==> src/hdl/reset_seq_params.svh <==
`ifndef RESET_SEQ_PARAMS_SVH
`define RESET_SEQ_PARAMS_SVH
// register byte addresses
`define ADDR_STATUS 8'h86
`define ADDR_CTRL 8'h88
`define ADDR_EVT 8'h8c
`define ADDR_MASK 8'h90
// status field positions
`define BIT_CAUSE_HI 7
`define BIT_CAUSE_LO 6
`define BIT_FLAG_3V6 5
`define BIT_FLAG_2V4 4
// cause encodings
`define CAUSE_WDOG 2'h0
`define CAUSE_RSVD 2'h1
`define CAUSE_POWER 2'h2
`define CAUSE_PIN 2'h3
// detector options
`define OPT_LOW 2'h0
`define OPT_MID 2'h1
`define OPT_HIGH 2'h2
`define OPT_MAX 2'h3
// reset values
`define CTRL_RESET 8'h00
`define MASK_RESET 8'h00
// timing
`define SUPPLY_SETTLE_NS 800
`define INIT_CYCLES 4
`define WARMUP_NS 8000
`define CLK_PERIOD_NS 8
`endif

==> src/hdl/reset_seq_pkg.sv <==
package reset_seq_pkg;
	typedef enum logic [2:0] {
		ST_SUPPLY,
		ST_PIN,
		ST_INIT,
		ST_WARM,
		ST_RUN
	} seq_state_t;
endpackage

==> src/hdl/reset_cause_and_low_voltage_flags.sv <==
`timescale 1ns/1ps
`include "reset_seq_params.svh"
// How it works
// any reset source holds core in reset, registers initialised, pc cleared; code updates cause, mode, flags; ctrl/event/mask reset only by rst_i
// after release the core fetches from program address zero
// cause held in status bits 7:6: 00 watchdog, 10 power, 11 pin
// cause bits sit in status register at 0x86, software read/write
// sequence: stable supply, pin check, init, warm-up, then run
// with pin enabled, stay in reset while pin is not high
// watchdog overflow resets, then init, warm-up and run
// after watchdog reset the core restarts in normal mode
// supply below selected threshold forces reset
// three detector levels; lowest level always resets
// low option: reset below lowest level, both flags disabled
// mid option: reset below lowest level, only 2.4 V flag enabled
// high option: reset below 2.4 V, both flags enabled
// max option: reset below 3.6 V, both flags disabled
// bit 4 reads 1 while supply at or below 2.4 V
// bit 5 reads 1 while supply at or below 3.6 V
// a low-voltage reset clears both indicator flags
// pin resets only when the pin option selects reset function
// reserved cause never set by hardware, software write can store it; async inputs synchronised first
module reset_cause_and_low_voltage_flags #(
	parameter int SETTLE_CYCLES = (`SUPPLY_SETTLE_NS + `CLK_PERIOD_NS - 1) / `CLK_PERIOD_NS,
	parameter int WARMUP_CYCLES = (`WARMUP_NS + `CLK_PERIOD_NS - 1) / `CLK_PERIOD_NS,
	parameter int CNT_W = 12
) (
	input wire logic clk_i,
	input wire logic rst_i,
	input wire logic ce_i,
	input wire logic [7:0] wb_adr_i,
	input wire logic [31:0] wb_dat_i,
	output logic [31:0] wb_dat_o,
	input wire logic wb_we_i,
	input wire logic [3:0] wb_sel_i,
	input wire logic wb_cyc_i,
	input wire logic wb_stb_i,
	output logic wb_ack_o,
	output logic wb_err_o,
	input wire logic [1:0] detect_option_i,
	input wire logic pin_reset_enable_i,
	input wire logic reset_pin_i,
	input wire logic below_2v0_i,
	input wire logic below_2v4_i,
	input wire logic below_3v6_i,
	input wire logic wdog_overflow_i,
	output logic core_reset_o,
	output logic [9:0] pc_start_o,
	output logic normal_mode_o,
	output logic irq_o
);
	localparam logic [CNT_W-1:0] SETTLE_N = CNT_W'(SETTLE_CYCLES);
	localparam logic [CNT_W-1:0] WARM_N = CNT_W'(WARMUP_CYCLES);
	localparam logic [CNT_W-1:0] INIT_N = CNT_W'(`INIT_CYCLES);
	localparam logic [7:0] MASK_INIT = `MASK_RESET;
	// pin idles high, comparators idle low
	localparam logic [3:0] SYNC_IDLE = 4'h8;

	// synchroniser inputs and outputs
	logic [3:0] async_in;
	logic [3:0] sync_s;
	logic pin_s;
	logic b20_s;
	logic b24_s;
	logic b36_s;

	// sequencer
	reset_seq_pkg::seq_state_t state_q;
	logic [CNT_W-1:0] cnt_q;
	logic settle_done;
	logic init_done;
	logic warm_done;

	// registers
	logic [1:0] cause_q;
	logic [1:0] cause_d;
	logic [7:0] ctrl_q;
	logic [2:0] evt_q;
	logic [2:0] mask_q;
	logic irq_d;

	// reset sources
	logic lv_reset;
	logic pin_reset;
	logic any_reset;

	// indicator flags, bit 0 is 2.4 V, bit 1 is 3.6 V
	logic [1:0] flag_en;
	logic [1:0] flag_lvl;
	logic [1:0] flag_s;

	// bus decode
	logic acc;
	logic wr;
	logic hit_status;
	logic hit_ctrl;
	logic hit_evt;
	logic hit_mask;
	logic hit_any;
	logic status_wr;
	logic ctrl_wr;
	logic evt_wr;
	logic mask_wr;
	logic [2:0] evt_set;

	// two-stage synchronisers, one per input, reset to idle level
	assign async_in = {reset_pin_i, below_2v0_i, below_2v4_i, below_3v6_i};
	for (genvar i = 0; i < 4; i++) begin : g_sync
		logic stage1_q;
		logic stage2_q;
		always_ff @(posedge clk_i) begin
			if (rst_i) begin
				stage1_q <= SYNC_IDLE[i];
				stage2_q <= SYNC_IDLE[i];
			end else if (ce_i) begin
				stage1_q <= async_in[i];
				stage2_q <= stage1_q;
			end
		end
		assign sync_s[i] = stage2_q;
	end
	assign pin_s = sync_s[3];
	assign b20_s = sync_s[2];
	assign b24_s = sync_s[1];
	assign b36_s = sync_s[0];

	// threshold per option
	always_comb begin
		case (detect_option_i)
			`OPT_LOW: lv_reset = b20_s;
			`OPT_MID: lv_reset = b20_s;
			`OPT_HIGH: lv_reset = b20_s | b24_s;
			`OPT_MAX: lv_reset = b20_s | b24_s | b36_s;
			default: lv_reset = b20_s;
		endcase
	end

	// flag enables per option, bit 0 the 2.4 V flag
	always_comb begin
		case (detect_option_i)
			`OPT_LOW: flag_en = 2'h0;
			`OPT_MID: flag_en = 2'h1;
			`OPT_HIGH: flag_en = 2'h3;
			`OPT_MAX: flag_en = 2'h0;
			default: flag_en = 2'h0;
		endcase
	end

	// terminal counts of the sequencer phases
	assign settle_done = (cnt_q >= SETTLE_N - 1'b1);
	assign init_done = (cnt_q >= INIT_N - 1'b1);
	assign warm_done = (cnt_q >= WARM_N - 1'b1);
	assign pin_reset = pin_reset_enable_i && !pin_s;
	assign any_reset = lv_reset | pin_reset | wdog_overflow_i;

	// reset sequencer
	always_ff @(posedge clk_i) begin
		if (rst_i) begin
			state_q <= reset_seq_pkg::ST_SUPPLY;
			cnt_q <= '0;
		end else if (ce_i) begin
			if (lv_reset) begin
				state_q <= reset_seq_pkg::ST_SUPPLY;
				cnt_q <= '0;
			end else if (pin_reset) begin
				state_q <= reset_seq_pkg::ST_PIN;
				cnt_q <= '0;
			end else if (wdog_overflow_i) begin
				state_q <= reset_seq_pkg::ST_INIT;
				cnt_q <= '0;
			end else begin
				case (state_q)
					reset_seq_pkg::ST_SUPPLY: begin
						if (settle_done) begin
							state_q <= reset_seq_pkg::ST_PIN;
							cnt_q <= '0;
						end else begin
							cnt_q <= cnt_q + 1'b1;
						end
					end
					reset_seq_pkg::ST_PIN: begin
						state_q <= reset_seq_pkg::ST_INIT;
						cnt_q <= '0;
					end
					reset_seq_pkg::ST_INIT: begin
						if (init_done) begin
							state_q <= reset_seq_pkg::ST_WARM;
							cnt_q <= '0;
						end else begin
							cnt_q <= cnt_q + 1'b1;
						end
					end
					reset_seq_pkg::ST_WARM: begin
						if (warm_done) begin
							state_q <= reset_seq_pkg::ST_RUN;
							cnt_q <= '0;
						end else begin
							cnt_q <= cnt_q + 1'b1;
						end
					end
					reset_seq_pkg::ST_RUN: state_q <= reset_seq_pkg::ST_RUN;
					default: state_q <= reset_seq_pkg::ST_SUPPLY;
				endcase
			end
		end
	end

	// core held in reset until the sequence reaches run
	always_ff @(posedge clk_i) begin
		if (rst_i) begin
			core_reset_o <= 1'b1;
		end else if (ce_i) begin
			core_reset_o <= any_reset || (state_q != reset_seq_pkg::ST_RUN);
		end
	end

	// program start address is always zero
	always_ff @(posedge clk_i) begin
		if (rst_i) begin
			pc_start_o <= 10'h000;
		end else if (ce_i) begin
			pc_start_o <= 10'h000;
		end
	end

	// any reset returns the core to normal mode
	always_ff @(posedge clk_i) begin
		if (rst_i) begin
			normal_mode_o <= 1'b1;
		end else if (ce_i) begin
			if (any_reset) begin
				normal_mode_o <= 1'b1;
			end else if (ctrl_wr) begin
				normal_mode_o <= ~wb_dat_i[0];
			end
		end
	end

	// bus decode, one access per request
	assign acc = wb_cyc_i && wb_stb_i && !wb_ack_o && !wb_err_o;
	assign hit_status = (wb_adr_i == `ADDR_STATUS);
	assign hit_ctrl = (wb_adr_i == `ADDR_CTRL);
	assign hit_evt = (wb_adr_i == `ADDR_EVT);
	assign hit_mask = (wb_adr_i == `ADDR_MASK);
	assign hit_any = hit_status || hit_ctrl || hit_evt || hit_mask;
	assign wr = acc && wb_we_i && hit_any;
	assign status_wr = wr && hit_status && wb_sel_i[0];
	assign ctrl_wr = wr && hit_ctrl && wb_sel_i[0];
	assign evt_wr = wr && hit_evt && wb_sel_i[0];
	assign mask_wr = wr && hit_mask && wb_sel_i[0];

	// reset cause next value, hardware wins over software
	always_comb begin
		cause_d = cause_q;
		if (lv_reset) begin
			cause_d = `CAUSE_POWER;
		end else if (pin_reset) begin
			cause_d = `CAUSE_PIN;
		end else if (wdog_overflow_i) begin
			cause_d = `CAUSE_WDOG;
		end else if (status_wr) begin
			cause_d = wb_dat_i[`BIT_CAUSE_HI:`BIT_CAUSE_LO];
		end
	end

	always_ff @(posedge clk_i) begin
		if (rst_i) begin
			cause_q <= `CAUSE_POWER;
		end else if (ce_i) begin
			cause_q <= cause_d;
		end
	end

	// low-voltage indicator flags, live levels gated by option
	assign flag_lvl = {b36_s, b24_s};
	for (genvar f = 0; f < 2; f++) begin : g_flag
		logic flag_q;
		always_ff @(posedge clk_i) begin
			if (rst_i) begin
				flag_q <= 1'b0;
			end else if (ce_i) begin
				if (lv_reset) begin
					flag_q <= 1'b0;
				end else begin
					flag_q <= flag_en[f] && flag_lvl[f];
				end
			end
		end
		assign flag_s[f] = flag_q;
	end

	// control register, spare software bits
	always_ff @(posedge clk_i) begin
		if (rst_i) begin
			ctrl_q <= `CTRL_RESET;
		end else if (ce_i && ctrl_wr) begin
			ctrl_q <= wb_dat_i[7:0];
		end
	end

	// events: 0 low voltage, 1 pin, 2 watchdog; set wins over clear
	assign evt_set = {wdog_overflow_i, pin_reset, lv_reset};
	for (genvar e = 0; e < 3; e++) begin : g_evt
		logic evt_bit_q;
		logic mask_bit_q;
		always_ff @(posedge clk_i) begin
			if (rst_i) begin
				evt_bit_q <= 1'b0;
			end else if (ce_i) begin
				if (evt_set[e]) begin
					evt_bit_q <= 1'b1;
				end else if (evt_wr && wb_dat_i[e]) begin
					evt_bit_q <= 1'b0;
				end
			end
		end
		always_ff @(posedge clk_i) begin
			if (rst_i) begin
				mask_bit_q <= MASK_INIT[e];
			end else if (ce_i && mask_wr) begin
				mask_bit_q <= wb_dat_i[e];
			end
		end
		assign evt_q[e] = evt_bit_q;
		assign mask_q[e] = mask_bit_q;
	end

	// level interrupt, one cycle behind the event and mask bits
	assign irq_d = |(evt_q & mask_q);
	always_ff @(posedge clk_i) begin
		if (rst_i) begin
			irq_o <= 1'b0;
		end else if (ce_i) begin
			irq_o <= irq_d;
		end
	end

	// wishbone slave, one wait state
	always_ff @(posedge clk_i) begin
		if (rst_i) begin
			wb_ack_o <= 1'b0;
			wb_err_o <= 1'b0;
			wb_dat_o <= 32'h0000_0000;
		end else if (ce_i) begin
			wb_ack_o <= 1'b0;
			wb_err_o <= 1'b0;
			if (acc) begin
				case (wb_adr_i)
					`ADDR_STATUS: begin
						wb_ack_o <= 1'b1;
						wb_dat_o <= {24'h000000, cause_q, flag_s[1], flag_s[0], 4'h0};
					end
					`ADDR_CTRL: begin
						wb_ack_o <= 1'b1;
						wb_dat_o <= {24'h000000, ctrl_q[7:1], ~normal_mode_o};
					end
					`ADDR_EVT: begin
						wb_ack_o <= 1'b1;
						wb_dat_o <= {29'h0, evt_q};
					end
					`ADDR_MASK: begin
						wb_ack_o <= 1'b1;
						wb_dat_o <= {29'h0, mask_q};
					end
					default: begin
						wb_err_o <= 1'b1;
						wb_dat_o <= 32'h0000_0000;
					end
				endcase
			end
		end
	end
endmodule // reset_cause_and_low_voltage_flags

==> config.mk <==
export PLATFORM = sky130hd
export DESIGN_NAME = reset_cause_and_low_voltage_flags
export DESIGN_NICKNAME = d
export VERILOG_FILES = /design/src/hdl/reset_seq_pkg.sv /design/src/hdl/reset_cause_and_low_voltage_flags.sv
export VERILOG_INCLUDE_DIRS = /design/src /design/src/hdl
export SDC_FILE = /design/constraint.sdc
export NUM_CORES = 1
export LEC_CHECK = 0
export BUFFER_PORTS_ARGS = -buffer_cell sky130_fd_sc_hd__buf_2
export CAP_MARGIN = 40
export CELL_PAD_IN_SITES_DETAIL_PLACEMENT = 1
export CELL_PAD_IN_SITES_GLOBAL_PLACEMENT = 1
export CORE_MARGIN = 1.5
export CORE_UTILIZATION = 39
export DETAILED_ROUTE_END_ITERATION = 7
export GPL_TIMING_DRIVEN = 0
export PLACE_DENSITY_LB_ADDON = 0.1
export REMOVE_ABC_BUFFERS = 1
export SLEW_MARGIN = 20
export SYNTH_ARGS = -nofsm -noshare
export SYNTH_HDL_FRONTEND = slang
export SYNTH_SLANG_ARGS = --single-unit
==> constraint.sdc <==
create_clock -name clk_i -period 5.45 [get_ports clk_i]
set_input_delay 1.09 -clock clk_i [delete_from_list [all_inputs] [get_ports clk_i]]
set_output_delay 1.09 -clock clk_i [all_outputs]
set_load 0.005 [all_outputs]
==> flow_metrics.py <==
metrics = {
    "logic_synthesis": {
        "synth-seq-area-share_pct": 36.1,
        "syn_area_um2": 2940,
        "synth-compound-area-share_pct": 20.0,
        "synth_top_family_by_area": "simple AND/OR/NAND/NOR gates",
        "yosysUniqueCellTypes": 64,
        "synth_edf_count": 0,
        "synthAdderAreaFrac_pct": 2.13,
        "synth_mux_area_share_pct": 6.48,
        "ys_ff_latch": 53,
        "syn_inst": 326,
        "synth_simple_gate_area_share_pct": 20.8,
        "synth-xor-area-share_pct": 2.39,
        "ys_warn_count": 0,
        "async_flop_share_pct": 0,
        "post_synth.cell_area_avg_um2": 9.00,
        "yosys-top-cells-area": "dfxtp_1 36%, buf_4 8.7%, mux2i_1 6.5%",
        "synth_ff_type": "dfxtp_1",
        "netlist.area_leader.share_pct": 36.1,
        "yosys.area.top_type": "dfxtp_1",
    },
    "detailed_routing": {
        "drt-initial-drc-count": 102,
        "wl_per_cell_um": 14.8,
        "drtPass1Iterations": 4,
        "wl_um": 6830,
        "ant_nets": 0,
        "drc": 0,
        "vias": 2382,
        "viasPerCell": 5.18,
    },
    "clock_tree": {
        "clkTransAtPathRegs_ps": 100,
        "cts-root-buf": "clkbuf_8",
        "clock-sinks": 53,
        "htree_levels": 2,
        "ctsResizeCount": 0,
        "cts_buffer_depth": 2,
        "cts_hold_buf": 0,
        "cts_buffers": 5,
        "clk_latency_ps": 310,
        "cts_setup_buffers": 0,
        "cts_tree": "built",
    },
    "sta": {
        "finClkSkew_ps": 4.37,
        "finalWorstSetupSlack_ps": 2520,
        "fin_crit_sh_pct": 53.7,
        "max_freq_mhz": 342,
        "rsz0062_at_grt": "false",
        "whs_ps": 464,
        "period_minus_slack_ps": 2930,
        "drv_slew": 0,
        "hold_viol_final": 0,
        "relSlewSlack_pct": 47.8,
        "setup_violations": 0,
        "tightest_slew_ps": 772,
        "setup_tns_ps": 0,
    },
    "worst_setup_path": {
        "cp_slowest_cell": "a211o_1",
        "startpoint_type": "input port",
        "crit_path_frequent_cell": "a211o_1",
        "cp-end-kind": "register",
        "critPathKind": "input port to register",
        "path_max_fanout": 17,
        "cp.arrival_ps": 3200,
        "path_cells": "buf_2, inv_1, ha_1, a211o_1, a211o_1, a21oi_1, o21ai_2, o21ba_2",
        "cp_top_family": "compound AO/OA/AOI/OAI gates",
        "cp.buffers_inverters": 2,
        "slowest_delay_ps": 510,
        "critPathRequiredTime_ps": 5720,
    },
    "placement": {
        "hpwl_um": 5100,
        "portBuffers": 43,
        "preCtsSetupSlack_ps": 2180,
        "place_congestion": 0.829,
    },
    "die": {
        "core_area_um2": 7250,
        "dieArea_um2": 8060,
        "die_x_um": 89.8,
        "io_pins": 105,
        "rows": 31,
        "start_util_pct": 40.5,
        "die_y_um": 89.8,
    },
    "cells_and_area": {
        "layout.cells.most_common": "dfxtp_1",
        "layout_common_cells": "53 x dfxtp_1, 43 x buf_2, 35 x nor2_1",
        "drive_above_1_share_pct": 17.7,
        "diodes": 0,
        "final_nets": 423,
        "area_delta_synth_final_pct": 8.06,
    },
    "global_route": {
        "antenna_found_initial": 0,
        "grt_pass1_vias": 2453,
        "grt_max_degree": 35,
        "grt_pass1_wl_um": 11700,
        "grtUsageTotal_pct": 17.5,
        "overflow": 0,
    },
    "power": {
        "powerDensity_nw_per_um2": 228,
        "power_leakage_nw": 1.41,
        "ir_drop_mv": 0.0950,
    },
    "hold_path": {
        "hold_class": "register to register",
    },
    "status": {
        "status": "complete, no violations",
    },
    "run": {
        "cap_violations": 0,
    },
}
## worst paths after layout
path	startpoint	endpoint	slack, ps	cells past startpoint
max reg2reg	g_sync[3].stage2_q	cnt_q[9]	3140	5
max	detect_option_i[0]	cnt_q[9]	2520	8
min reg2reg	wb_dat_o[3]	wb_dat_o[3]	460	2
min	wb_dat_o[3]	wb_dat_o[3]	460	2
## per-stage QoR
| step | power [mW] | util [%] | std cells | cell area (um^2) |
|---|---|---|---|---|
| final | 0.722 | 43.7 | 460 | 3170 |
| after global routing | 0.765 | 43.7 | 460 | 3170 |
| after CTS | 0.739 | 43.7 | 460 | 3170 |
| after detailed placement | 0.493 | 42.4 | 452 | 3080 |
| after global placement | 0.491 | 42.4 | 452 | 3080 |
| after floorplan | 0.456 | - | 310 | 2740 |
## cell families after synthesis
logic type      after synthesis
fa+ha+maj                     5
mux                          19
other cells                   1
simple gates                110
xor+xnor                      8
compound gates               73
buf+inv                      57
flops                        53
## synth_stat cells, drive strengths merged (4+ instances only)
library cell  instances
dfxtp                53
buf                  37
nor2                 35
mux2i                19
nand2                17
a22o                 12
clkbuf               12
nor3                 12
a21oi                11
inv                   7
o2111ai               7
o21ai                 7
xor2                  7
and3                  6
nand3                 6
o211ai                6
or3                   6
ha                    5
and2                  4
## final cells by class
class / instances / area [um^2]
inverters: 8 / 30.0
repair buffers: 43 / 215
well taps: 99 / 124
clock inverters: 3 / 26.3
flip-flops and latches: 53 / 1060
multi-input cells: 249 / 1650
fillers: 882 / 4080
clock buffers: 5 / 68.8
## tightest hold or removal path, cell delays in order (launching register included)
cell and delay (ps):
dfxtp_1 320, nand2_1 50, a21oi_1 50
## where the power goes
part           switching [mW]  internal, mW
logic                  0.0511        0.0295
registers             0.00809         0.395
clock network           0.145        0.0938
total                   0.204         0.518
## routing by layer
layer  track usage, %  wire [um]
met5                0          0
met2             31.0       3350
met1             21.5       3190
met3             3.55        227
met4             5.03         63
## state kept, by name, indices dropped and copies added (netlist names)
| name | count |
|---|---|
| g_evt.mask_bit_q | 3 |
| g_sync.stage2_q | 1 |
| normal_mode_o | 1 |
| g_sync.stage1_q | 4 |
| state_q | 3 |
| wb_dat_o | 8 |
| wb_ack_o | 1 |
| irq_o | 1 |
| cause_q | 2 |
| wb_err_o | 1 |
| core_reset_o | 1 |
| g_flag.flag_q | 2 |
| cnt_q | 12 |
| b20_s | 1 |
| b24_s | 1 |
| g_evt.evt_bit_q | 3 |
| ctrl_q | 7 |
| b36_s | 1 |
Power figures use the tool's default switching activity.
